### config.mk
export PLATFORM = sky130hd
export DESIGN_NAME = rfv_ring_validation
export DESIGN_NICKNAME = d
export VERILOG_FILES = /design/src/rtl/rfv_pkg.sv /design/src/rtl/rfv_tick_gen.sv /design/src/rtl/rfv_countdown.sv /design/src/rtl/rfv_ring_validation.sv
export SDC_FILE = /design/constraint.sdc
export NUM_CORES = 1
export LEC_CHECK = 0
export ABC_AREA = 1
export BUFFER_PORTS_ARGS = -buffer_cell sky130_fd_sc_hd__buf_2
export CAP_MARGIN = 40
export CORE_UTILIZATION = 47
export DETAILED_ROUTE_END_ITERATION = 8
export HOLD_SLACK_MARGIN = 0.12
export PLACE_DENSITY = 0.74
export RECOVER_POWER = 50
export SKIP_LAST_GASP = 1
export SLEW_MARGIN = 30
export SYNTH_ARGS = -nofsm -noshare
export SYNTH_HDL_FRONTEND = slang
export SYNTH_SLANG_ARGS = --single-unit
### constraint.sdc
create_clock -name clk -period 1.55 [get_ports clk]
set_clock_uncertainty 0.1 [all_clocks]
set_input_delay 0.2325 -clock clk [delete_from_list [all_inputs] [get_ports clk]]
set_output_delay 0.2325 -clock clk [all_outputs]
set_load 0.005 [all_outputs]
### src/rtl/rfv_pkg.sv
// package of register map, field layout and timing for ring frequency validation
package rfv_pkg;

    // register indices; byte address is four times the index
    localparam logic [7:0] RFV_IDX_CTRL3 = 8'h18;
    localparam logic [7:0] RFV_IDX_RSVD_A_LO = 8'h19;
    localparam logic [7:0] RFV_IDX_RSVD_A_HI = 8'h1c;
    localparam logic [7:0] RFV_IDX_VOLT = 8'h1d;
    localparam logic [7:0] RFV_IDX_RSVD_B_LO = 8'h1e;
    localparam logic [7:0] RFV_IDX_RSVD_B_HI = 8'h3b;
    localparam logic [7:0] RFV_IDX_ID = 8'h3c;
    localparam logic [7:0] RFV_IDX_STAT = 8'h40;
    localparam logic [7:0] RFV_IDX_MASK = 8'h41;
    localparam logic [7:0] RFV_IDX_WIN = 8'h42;

    // field positions
    localparam int RFV_EN_BIT = 7;
    localparam int RFV_FIELD_MSB = 5;
    localparam int RFV_VOLT_MSB = 6;
    localparam int RFV_ID_BIT = 2;
    localparam int RFV_ST_SLOW = 0;
    localparam int RFV_ST_FAST = 1;
    localparam int RFV_ST_PASS = 2;
    localparam int RFV_ST_W = 3;

    // reset values
    localparam logic [7:0] RFV_CTRL3_RST = 8'h19;
    localparam logic [5:0] RFV_WIN_RST = 6'h0a;
    localparam logic [RFV_ST_W-1:0] RFV_ST_RST = 3'h0;
    localparam logic [31:0] RFV_ZERO = 32'h0000_0000;

    // timing: countdown step
    localparam int RFV_CLK_HZ = 25_000_000;
    localparam int RFV_TICK_MS = 2;
    localparam int RFV_TICK_CYCLES = RFV_CLK_HZ / 1000 * RFV_TICK_MS;

    typedef struct packed {
        logic enable;
        logic [5:0] ras;
        logic [5:0] win;
    } rfv_ctrl_t;

    typedef struct packed {
        logic pass;
        logic too_fast;
        logic too_slow;
    } rfv_evt_t;

    typedef enum logic [0:0] {RFV_IDLE, RFV_ARMED} rfv_state_t;

    function automatic logic [7:0] rfv_index(input logic [9:0] adr);
        rfv_index = adr[9:2];
    endfunction : rfv_index

    function automatic logic rfv_in_range(input logic [7:0] idx, input logic [7:0] lo,
                                          input logic [7:0] hi);
        rfv_in_range = (idx >= lo) && (idx <= hi);
    endfunction : rfv_in_range

endpackage : rfv_pkg

### src/rtl/rfv_tick_gen.sv
// divider producing one-cycle countdown ticks
`timescale 1ns/1ps
module rfv_tick_gen
    import rfv_pkg::*;
#(
    parameter int TICK_CYCLES = RFV_TICK_CYCLES
) (
    input wire logic clk,
    input wire logic reset_n,
    input wire logic restart,
    output logic tick
);
    localparam int CW = $clog2(TICK_CYCLES + 1);
    localparam logic [CW-1:0] LAST = CW'(TICK_CYCLES - 1);
    localparam logic [CW-1:0] ONE = CW'(1);

    logic [CW-1:0] div_q;
    logic [CW-1:0] div_d;

    // restart aligns tick phase to the event that loaded the timer
    always_comb begin
        if (restart || div_q == LAST) begin
            div_d = '0;
        end else begin
            div_d = div_q + ONE;
        end
    end

    always_ff @(posedge clk or negedge reset_n) begin
        if (!reset_n) begin
            div_q <= '0;
        end else begin
            div_q <= div_d;
        end
    end

    assign tick = !restart && (div_q == LAST);

endmodule : rfv_tick_gen

### src/rtl/rfv_countdown.sv
// loadable countdown timer stepping on ticks
`timescale 1ns/1ps
module rfv_countdown #(
    parameter int W = 6
) (
    input wire logic clk,
    input wire logic reset_n,
    input wire logic load,
    input wire logic [W-1:0] load_val,
    input wire logic tick,
    output logic [W-1:0] count,
    output logic expired
);
    localparam logic [W-1:0] ONE = W'(1);

    logic [W-1:0] cnt_q;
    logic [W-1:0] cnt_d;

    always_comb begin
        if (load) begin
            cnt_d = load_val;
        end else if (tick && cnt_q != '0) begin
            cnt_d = cnt_q - ONE;
        end else begin
            cnt_d = cnt_q;
        end
    end

    always_ff @(posedge clk or negedge reset_n) begin
        if (!reset_n) begin
            cnt_q <= '0;
        end else begin
            cnt_q <= cnt_d;
        end
    end

    assign count = cnt_q;
    assign expired = (cnt_q == '0);

endmodule : rfv_countdown

### src/rtl/rfv_ring_validation.sv
// ring frequency validation with wishbone register slave
//
// Implementation choice: the Wishbone register port.
`timescale 1ns/1ps
// Summary of operation
// validation runs only while the enable bit is set.
// the six-bit assertion-time field sets the lowest accepted ring frequency.
// each tip/ring event reloads the countdown with the assertion-time field, which then steps down.
// a second or later event after the countdown has expired invalidates the ring as too slow.
// assertion time minus maximum window, in 2 ms units, is the shortest allowed event gap.
// software sets assertion time from the lowest frequency and keeps the window no larger.
// reserved bits are written as zero by software and read back as zero here.
// the measured line voltage reads as a seven-bit value, one volt per step.
// bit two of the identity register returns the line-side identity code.
// the countdown steps once per 2 ms tick derived from the system clock.
module rfv_ring_validation
    import rfv_pkg::*;
#(
    parameter int TICK_CYCLES = RFV_TICK_CYCLES,
    parameter logic LINE_SIDE_ID = 1'b1 // arbitrary identity value
) (
    input wire logic clk,
    input wire logic reset_n,
    input wire logic wb_cyc_i,
    input wire logic wb_stb_i,
    input wire logic wb_we_i,
    input wire logic [9:0] wb_adr_i,
    input wire logic [3:0] wb_sel_i,
    input wire logic [31:0] wb_dat_i,
    output logic [31:0] wb_dat_o,
    output logic wb_ack_o,
    input wire logic tip_ring_event,
    input wire logic [6:0] line_voltage_level,
    output logic ring_valid,
    output logic ring_reject,
    output logic irq
);
    // bus side
    logic ack_q, ack_d;
    logic [31:0] dat_q, dat_d;
    rfv_ctrl_t ctrl_q, ctrl_d;
    logic [RFV_ST_W-1:0] stat_q, stat_d;
    logic [RFV_ST_W-1:0] mask_q, mask_d;
    logic irq_q, irq_d;
    logic [6:0] volt_q;
    logic access, wr, rd;
    logic [7:0] idx;

    // qualification side
    rfv_state_t state_q, state_d;
    logic valid_q, valid_d;
    logic reject_q, reject_d;
    rfv_evt_t evt;
    logic load;
    logic tick;
    logic [5:0] count;
    logic expired;

    rfv_tick_gen #(
        .TICK_CYCLES(TICK_CYCLES)
    ) u_tick (
        .clk(clk),
        .reset_n(reset_n),
        .restart(load),
        .tick(tick)
    );

    rfv_countdown #(
        .W(6)
    ) u_count (
        .clk(clk),
        .reset_n(reset_n),
        .load(load),
        .load_val(ctrl_q.ras),
        .tick(tick),
        .count(count),
        .expired(expired)
    );

    // qualification state machine
    always_comb begin
        state_d = state_q;
        valid_d = valid_q;
        reject_d = 1'b0;
        evt = '0;
        load = 1'b0;
        if (!ctrl_q.enable) begin
            state_d = RFV_IDLE;
            valid_d = 1'b0;
        end else begin
            case (state_q)
                RFV_IDLE: begin
                    if (tip_ring_event) begin
                        load = 1'b1;
                        state_d = RFV_ARMED;
                    end
                end
                RFV_ARMED: begin
                    if (tip_ring_event) begin
                        load = 1'b1;
                        if (expired) begin
                            evt.too_slow = 1'b1;
                            reject_d = 1'b1;
                            valid_d = 1'b0;
                        end else if (count > ctrl_q.win) begin
                            // elapsed gap ras-count is below ras-win
                            evt.too_fast = 1'b1;
                            reject_d = 1'b1;
                            valid_d = 1'b0;
                        end else begin
                            evt.pass = 1'b1;
                            valid_d = 1'b1;
                        end
                    end else if (expired) begin
                        // ringing has stopped; stay armed so a late event is judged
                        valid_d = 1'b0;
                    end
                end
                default: begin
                    state_d = RFV_IDLE;
                end
            endcase
        end
    end

    always_ff @(posedge clk or negedge reset_n) begin
        if (!reset_n) begin
            state_q <= RFV_IDLE;
            valid_q <= 1'b0;
            reject_q <= 1'b0;
        end else begin
            state_q <= state_d;
            valid_q <= valid_d;
            reject_q <= reject_d;
        end
    end

    // wishbone slave: one wait state, answer registered
    assign idx = rfv_index(wb_adr_i);
    assign access = wb_cyc_i && wb_stb_i && !ack_q;
    assign wr = access && wb_we_i && wb_sel_i[0];
    assign rd = access && !wb_we_i;

    always_comb begin
        ack_d = access;
        dat_d = RFV_ZERO;
        ctrl_d = ctrl_q;
        mask_d = mask_q;
        stat_d = stat_q;
        if (wr) begin
            case (idx)
                RFV_IDX_CTRL3: begin
                    // reserved bit 6 is dropped
                    ctrl_d.enable = wb_dat_i[RFV_EN_BIT];
                    ctrl_d.ras = wb_dat_i[RFV_FIELD_MSB:0];
                end
                RFV_IDX_WIN: ctrl_d.win = wb_dat_i[RFV_FIELD_MSB:0];
                RFV_IDX_MASK: mask_d = wb_dat_i[RFV_ST_W-1:0];
                default: begin
                end
            endcase
        end
        if (rd) begin
            case (idx)
                RFV_IDX_CTRL3: begin
                    dat_d[RFV_EN_BIT] = ctrl_q.enable;
                    dat_d[RFV_FIELD_MSB:0] = ctrl_q.ras;
                end
                RFV_IDX_VOLT: dat_d[RFV_VOLT_MSB:0] = volt_q;
                RFV_IDX_ID: dat_d[RFV_ID_BIT] = LINE_SIDE_ID;
                RFV_IDX_WIN: dat_d[RFV_FIELD_MSB:0] = ctrl_q.win;
                RFV_IDX_STAT: begin
                    dat_d[RFV_ST_W-1:0] = stat_q;
                    stat_d = RFV_ST_RST; // read clears
                end
                RFV_IDX_MASK: dat_d[RFV_ST_W-1:0] = mask_q;
                default: dat_d = RFV_ZERO;
            endcase
        end
        // new events win over a clearing read in the same cycle
        stat_d = stat_d | evt;
        irq_d = |(stat_d & mask_d);
    end

    always_ff @(posedge clk or negedge reset_n) begin
        if (!reset_n) begin
            ack_q <= 1'b0;
            dat_q <= RFV_ZERO;
            ctrl_q <= '{enable: RFV_CTRL3_RST[RFV_EN_BIT],
                        ras: RFV_CTRL3_RST[RFV_FIELD_MSB:0],
                        win: RFV_WIN_RST};
            stat_q <= RFV_ST_RST;
            mask_q <= RFV_ST_RST;
            irq_q <= 1'b0;
            volt_q <= '0;
        end else begin
            ack_q <= ack_d;
            dat_q <= dat_d;
            ctrl_q <= ctrl_d;
            stat_q <= stat_d;
            mask_q <= mask_d;
            irq_q <= irq_d;
            volt_q <= line_voltage_level;
        end
    end

    assign wb_ack_o = ack_q;
    assign wb_dat_o = dat_q;
    assign ring_valid = valid_q;
    assign ring_reject = reject_q;
    assign irq = irq_q;

    logic rd_volt_q, rd_id_q, rd_rsvd_q;
    logic rsvd_hit;
    assign rsvd_hit = rfv_in_range(idx, RFV_IDX_RSVD_A_LO, RFV_IDX_RSVD_A_HI)
        || rfv_in_range(idx, RFV_IDX_RSVD_B_LO, RFV_IDX_RSVD_B_HI);
    always_ff @(posedge clk or negedge reset_n) begin
        if (!reset_n) begin
            rd_volt_q <= 1'b0;
            rd_id_q <= 1'b0;
            rd_rsvd_q <= 1'b0;
        end else begin
            rd_volt_q <= rd && idx == RFV_IDX_VOLT;
            rd_id_q <= rd && idx == RFV_IDX_ID;
            rd_rsvd_q <= rd && rsvd_hit;
        end
    end
endmodule : rfv_ring_validation

==> results of run 1 <==
[per-stage QoR]
step	power, mW	setup WS [ps]
finish	3.66	-133
CTS	3.62	-133
floorplan	1.98	-40.8
global placement	2.10	-143
detailed placement	2.12	-222
global route	3.83	-214
[power by group]
group	total, mW	leakage, nW	switching [mW]	internal (mW)
registers	1.71	0.749	0.0495	1.66
logic	0.475	1.34	0.275	0.200
clock network	1.47	0.0984	0.704	0.766
total	3.66	2.19	1.03	2.63
[how the worst max path moves through the flow]
stage                          from  endpoint  slack [ps]  cells past startpoint
final                     ctrl_q[1]       irq        -130                     11
after global routing      ctrl_q[3]       irq        -210                     11
after CTS                 ctrl_q[3]       irq        -130                     11
after detailed placement  ctrl_q[3]       irq        -220                     11
after global placement    ctrl_q[3]       irq        -140                     11
after floorplan           ctrl_q[3]       irq         -40                     11
[per-layer routing]
| layer | GRT usage | vias up | routed length [µm] | share of wire |
|---|---|---|---|---|
| li1 | - | 1486 | - | - |
| met1 | 0.290 | 1448 | 3540 | 0.45 |
| met2 | 0.322 | 85 | 3860 | 0.49 |
| met3 | 0.0375 | 22 | 295 | 0.037 |
| met4 | 0.0909 | 0 | 187 | 0.024 |
| met5 | 0 | - | 0 | 0 |
[registers in the layout, summed over array words and instances, names as in the netlist]
signal,flops
wb_dat_o,8
irq,1
mask_q,3
ring_reject,1
ring_valid,1
ctrl_q,13
volt_q,7
u_count.count,6
state_q,1
wb_ack_o,1
u_tick.div_q,16
stat_q,3
[cells by family after synthesis]
| family | Yosys count |
|---|---|
| and+or+nand+nor | 215 |
| buffers and inverters | 80 |
| DFF | 61 |
| AOI/OAI and AO/OA | 45 |
| adders and majority gates | 9 |
| xor gates and xnor gates | 5 |
| other | 1 |
[synthesized netlist by cell type, types with 2 or more instances]
cell type / instances / share of area
o21ai_2: 4 / 0.011
o22ai_1: 2 / 0.0038
nor2_1: 51 / 0.058
nor2_2: 5 / 0.0094
a21oi_1: 10 / 0.015
dfrtp_1: 56 / 0.42
inv_1: 49 / 0.055
o21ai_0: 26 / 0.039
xnor2_1: 2 / 0.0053
nand4_1: 7 / 0.013
nor3_2: 4 / 0.012
ha_1: 9 / 0.034
buf_4: 26 / 0.059
nor2_4: 3 / 0.010
xor2_1: 3 / 0.0079
nand2_1: 91 / 0.10
dfstp_2: 5 / 0.039
buf_6: 2 / 0.0068
nand3_1: 34 / 0.051
nand2_2: 6 / 0.011
inv_2: 2 / 0.0023
nor3b_1: 2 / 0.0045
nor3_1: 8 / 0.012
[final cells by class]
type,instances,area (µm²)
clock buffers,9,124
clock inverters,7,82.6
fillers,549,2410
inverters,51,191
multi-input cells,300,1690
flip-flops and latches,61,1530
well taps,96,120
repair buffers,95,682
[critical path, cell delays in order, from the launching register on]
cell and delay (ps):
dfstp_2 540, inv_1 70, ha_4 280, nand2_1 50, nand2_1 60, nand2_2 70, nand3_4 90, nand2_2 70
nand2_2 80, nand2_2 50, nand2_1 50, nand3_1 70
[what timing repair did]
| item | CTS | global route |
|---|---|---|
| buffers inserted | 1 | 3 |
| setup endpoints to repair | 18 | 38 |
| resized for setup | 9 | 46 |
| gates cloned | 0 | 2 |
| endpoints found under the hold margin | 87 | 0 |
| pin swaps | 7 | 18 |
| hold buffers | 18 | 0 |
[cells in the final DEF, fill, tap and decap left out, drive strengths merged]
master,synthesis,routed
o22ai,2,2
nand3,35,35
a31o,1,1
o21ai,31,31
conb,1,24
nor2,59,59
dfstp,5,5
inv,51,54
clkinvlp,0,2
xor2,3,3
nand2,97,99
a21oi,10,10
or2,2,2
clkbuf,1,10
clkinv,0,1
and3,1,1
buf,28,76
bufinv,0,1
nor3b,2,2
nand4,7,7
nor3,12,12
dlygate4sd3,0,18
a21boi,1,1
dfrtp,56,56
ha,9,9
xnor2,2,2
==> impl_metrics.py, run 1 <==
metrics = {
    "route": {
        "drt_pass1_iterations": 5,
        "via_count": 3041,
        "viasPerCell": 4.91,
        "ant_nets": 0,
        "wl_mm": 7.88,
        "post_drt_wl_per_cell_um": 12.7,
        "drt_iter0_drc": 177,
        "drc": 0,
    },
    "synth": {
        "synth-edff-count": 0,
        "synthAdderAreaFrac": 0.0338,
        "synth_seq_cells": 61,
        "synth-simple-area-share": 0.292,
        "yosysSeqAreaShare": 0.461,
        "async_flop_share": 1.00,
        "syn_avg_cell_area_um2": 8.00,
        "ys.flop_type": "dfrtp_1",
        "synth_xor_area_frac": 0.0132,
        "synth_area_um2": 3330,
        "synth_top_family_by_area": "simple AND/OR/NAND/NOR gates",
        "synth.area.mux_share": 0,
        "ys_types": 32,
        "synth_compound_area_frac": 0.0748,
        "ys_warn_count": 0,
        "syn_inst": 416,
    },
    "run_status": {
        "outcome": "complete, but fails checks",
        "violations": "negative setup slack",
    },
    "setup_path": {
        "critical_path_class": "flip-flop to flip-flop",
        "cp.arrival_ps": 1810,
        "r2r_end": "irq",
        "start_kind": "flip-flop",
        "r2r_slack_ps": -130,
        "regToRegStartpoint": "ctrl_q[1]",
        "endpoint_kind": "flip-flop",
        "ff2ff_path_depth": 11,
        "worstPathRequired_ps": 1680,
        "path_max_fanout": 2,
    },
    "layout": {
        "final_cells": 619,
        "fin_area_um2": 4420,
        "area_delta_synth_final_pct": 32.8,
        "nets": 586,
        "insertedDiodeCount": 0,
        "finalCoreUtilization": 0.647,
        "drive_gt1_frac": 0.306,
    },
    "sta": {
        "fin_crit_sh": 1.09,
        "setup_viol": 4,
        "fin_tns_setup_ps": -298,
        "whs_ps": 197,
        "rsz0062_at_grt": "true",
        "fmax_mhz": 594,
        "max_slew.worst_pin.slew_ps": 823,
        "finalHoldViolations": 0,
        "fin_ws_ps": -133,
        "slew_headroom": 0.451,
        "report.final.slew_viol_count": 0,
        "fin_crit_ps": 1680,
    },
    "clocking": {
        "cts_sinks": 61,
        "cts_tree": "yes",
        "cts_buffers": 9,
        "clk_pin_slew_ps": 80,
        "clkLatencyLatePin_ps": 340,
        "cts_root_buf": "clkbuf_8",
        "clockBufferDepth": 2,
        "h-tree-depth": 3,
    },
    "floorplan": {
        "rows": 30,
        "die_h_um": 86.2,
        "ios": 95,
        "start_util": 0.487,
        "coreArea_um2": 6830,
        "die-area_um2": 7420,
        "die_x_um": 86.2,
    },
    "grt": {
        "first_global_vias": 2735,
        "grt_pass1_wl_mm": 12.1,
        "grt-ovfl-total": 0,
        "grt_usage": 0.209,
        "grt_start_max_net_pins": 62,
        "antenna_found_initial": 0,
    },
    "worst_hold_path": {
        "whs_endpoint": "wb_dat_o[6]",
        "min_path_cells": 4,
        "hold_path.class": "input pin to flip-flop",
        "holdCritStartpoint": "wb_adr_i[3]",
    },
    "place": {
        "placed_area_um2": 3790,
        "port_buffers": 40,
        "dpl.hpwl_mm": 5.22,
        "place_inst": 579,
        "globalplace.congestion": 0.856,
    },
    "job": {
        "drv_cap": 0,
    },
    "power": {
        "power_density_nw_per_um2": 827,
        "p_leak_nw": 2.19,
        "irDropWorstVdd_uv": 448,
    },
}
Power figures use the tool's default switching activity.
==> run 2: changes to the inputs <==
- ABC_AREA: 1 -> 0
- CORE_UTILIZATION: 47 -> 46
- PLACE_DENSITY: 0.74 -> 0.73
==> run 2 against run 1 <==
  * The flow finishes with violations (design-rule violations, negative setup slack)
  * Clock power fell by 14%
  * Area after synthesis is 5.7% lower
  * Flip-flop and latch count stayed put
  * Non-clock buffer count up 34
  * Critical path type unchanged
  * Largest cell class unchanged
==> impl_metrics.py, run 2 <==
metrics = {
    "synth": {
        "synth-edff-count": 0,
        "netlist_top_cells_area": "dfrtp_1, buf_4, dfstp_2, nor2_1, ha_1",
        "synth_seq_cells": 61,
        "syn_inst": 289,
        "synth.most_common_cell": "dfrtp_1",
        "ys_warn_count": 0,
        "synth_top_cell_by_area": "dfrtp_1",
        "async_flop_share": 1.00,
        "synth_top_area_share": 0.446,
        "syn_avg_cell_area_um2": 10.9,
        "ys.flop_type": "dfrtp_1",
        "synth_area_um2": 3140,
        "synth_common_cells": "dfrtp_1, nor2_1, buf_4",
        "yosysSeqAreaShare": 0.488,
        "ys_types": 51,
    },
    "sta": {
        "setup_viol": 38,
        "max_slew.worst_pin.slew_ps": 839,
        "fin_crit_sh": 1.25,
        "whs_ps": 132,
        "report.final.slew_viol_count": 0,
        "slew_headroom": 0.441,
        "rsz0062_at_grt": "true",
        "fin_tns_setup_ps": -5490,
        "fmax_mhz": 514,
        "finalHoldViolations": 0,
        "fin_crit_ps": 1940,
        "fin_ws_ps": -394,
    },
    "clocking": {
        "cts_buffers": 9,
        "h-tree-depth": 3,
        "cts_sinks": 61,
        "clkLatencyLatePin_ps": 340,
        "clockBufferDepth": 2,
        "clk_pin_slew_ps": 60,
        "cts_tree": "yes",
        "cts_root_buf": "clkbuf_8",
    },
    "power": {
        "switchingPower_mw": 1.03,
        "irDropWorstVdd_uv": 524,
        "pwr-share-clk": 0.330,
        "p_int_mw": 2.80,
        "p_seq_frac": 0.467,
        "totalPowerFinal_mw": 3.83,
        "p_leak_nw": 2.17,
        "combPwrFrac": 0.203,
        "switching_share": 0.269,
        "power_density_nw_per_um2": 855,
    },
    "place": {
        "post-place-ws_ps": -458,
        "dpl.hpwl_mm": 5.10,
        "place_inst": 460,
        "globalplace.congestion": 0.842,
        "port_buffers": 40,
        "placed_area_um2": 3850,
    },
    "route": {
        "ant_nets": 0,
        "post_drt_wl_per_cell_um": 15.5,
        "viasPerCell": 5.15,
        "drt_pass1_iterations": 8,
        "via_count": 2596,
        "drt_iter0_drc": 119,
        "drc": 3,
        "wl_mm": 7.80,
    },
    "setup_path": {
        "path_max_fanout": 3,
        "slowest_delay_ps": 550,
        "ff2ff_path_depth": 8,
        "critPathBufInv": 2,
        "regToRegStartpoint": "ctrl_q[3]",
        "cp.arrival_ps": 2080,
        "endpoint_kind": "flip-flop",
        "crit_family": "flip-flops",
        "critical_path_class": "flip-flop to flip-flop",
        "start_kind": "flip-flop",
        "r2r_end": "ring_valid",
        "cp_slowest_cell": "dfstp_2",
        "worstPathRequired_ps": 1680,
        "r2r_slack_ps": -390,
        "crit_chain": "inv_2, ha_4, and4_1, o21ai_1, a32oi_2, buf_4, nand4b_1, a21boi_2",
    },
    "grt": {
        "grt_start_max_net_pins": 62,
        "grt-ovfl-total": 0,
        "grt_usage": 0.235,
        "first_global_vias": 2618,
        "grt_pass1_wl_mm": 12.6,
        "antenna_found_initial": 0,
    },
    "run_status": {
        "violations": "design-rule violations, negative setup slack",
        "outcome": "complete, but fails checks",
    },
    "job": {
        "drv_cap": 0,
    },
    "layout": {
        "nets": 490,
        "multi_input_area_um2": 1680,
        "regArea_um2": 1530,
        "largest_register": "u_tick.div_q",
        "final_cells": 504,
        "finalCoreUtilization": 0.694,
        "area_delta_synth_final_pct": 42.7,
        "largest_reg_flops": 16,
        "final_common_cell": "buf_4",
        "fin_area_um2": 4480,
        "insertedDiodeCount": 0,
        "layout_common_cells": "buf_4, dfrtp_1, buf_2",
        "fill_cells": 451,
        "drive_gt1_frac": 0.466,
    },
    "floorplan": {
        "coreArea_um2": 6460,
        "die_h_um": 84.6,
        "ios": 95,
        "start_util": 0.486,
        "rows": 29,
        "die_x_um": 84.6,
        "die-area_um2": 7160,
    },
    "worst_hold_path": {
        "min_path_cells": 3,
        "holdCritStartpoint": "tip_ring_event",
        "whs_endpoint": "ring_valid",
        "hold_path.class": "input pin to flip-flop",
    },
}
## run 2: area by class of cell
cell class / count / share of cell area
multi-input cells: 207 / 0.375
flip-flops and latches: 61 / 0.342
repair buffers: 129 / 0.211
clock buffers: 14 / 0.0363
well taps: 77 / 0.0215
inverters: 14 / 0.0117
clock inverters: 2 / 0.00223
## run 2: worst max path at each step
| stage | to | cells past startpoint | start |
|---|---|---|---|
| after floorplan | irq | 7 | ctrl_q[3] |
| after global placement | irq | 7 | ctrl_q[3] |
| after detailed placement | ring_valid | 8 | ctrl_q[3] |
| after CTS | ring_valid | 8 | ctrl_q[1] |
| after global routing | ring_valid | 8 | ctrl_q[1] |
| final | ring_valid | 8 | ctrl_q[3] |
## run 2: power by group through the flow
stage	Clock (mW)	Sequential [mW]	Combinational [mW]
floorplan	0	1.83	0.260
global placement	0	1.80	0.568
detailed placement	0	1.80	0.586
CTS	1.28	1.78	0.677
global route	1.35	1.80	0.852
finish	1.26	1.79	0.777
## run 2: kinds of logic after synthesis
kind of cell	Yosys count	synth area share
and+or+nand+nor	102	0.187
AOI/OAI and AO/OA	34	0.0777
xor gates and xnor gates	19	0.0530
DFF	61	0.488
adders and majority gates	9	0.0359
other	1	0.00119
muxes	18	0.0709
buffers and inverters	45	0.0865
## run 2: per-layer routing
layer	part of all wire	global-route usage	vias to the layer above
li1	-	-	1225
met1	0.43	0.285	1296
met2	0.52	0.407	71
met3	0.037	0.0688	4
met4	0.010	0.0663	0
met5	0	0	-
## run 2: repair_timing
| action | 4_1_cts | 5_1_grt |
|---|---|---|
| hold endpoints to repair | 86 | 0 |
| endpoints found under the setup margin | 39 | 44 |
| gates resized for setup | 23 | 31 |
| pin swaps | 19 | 13 |
| hold buffers | 17 | 0 |
| setup buffers | 4 | 8 |
| gates cloned | 1 | 0 |
## run 2: worst register-to-register path: stages (launching register included)
cell      delay [ps]
dfstp_2          550
inv_2             40
ha_4             250
and4_1           190
o21ai_1           80
a32oi_2          250
buf_4            170
nand4b_1         130
a21boi_2          70
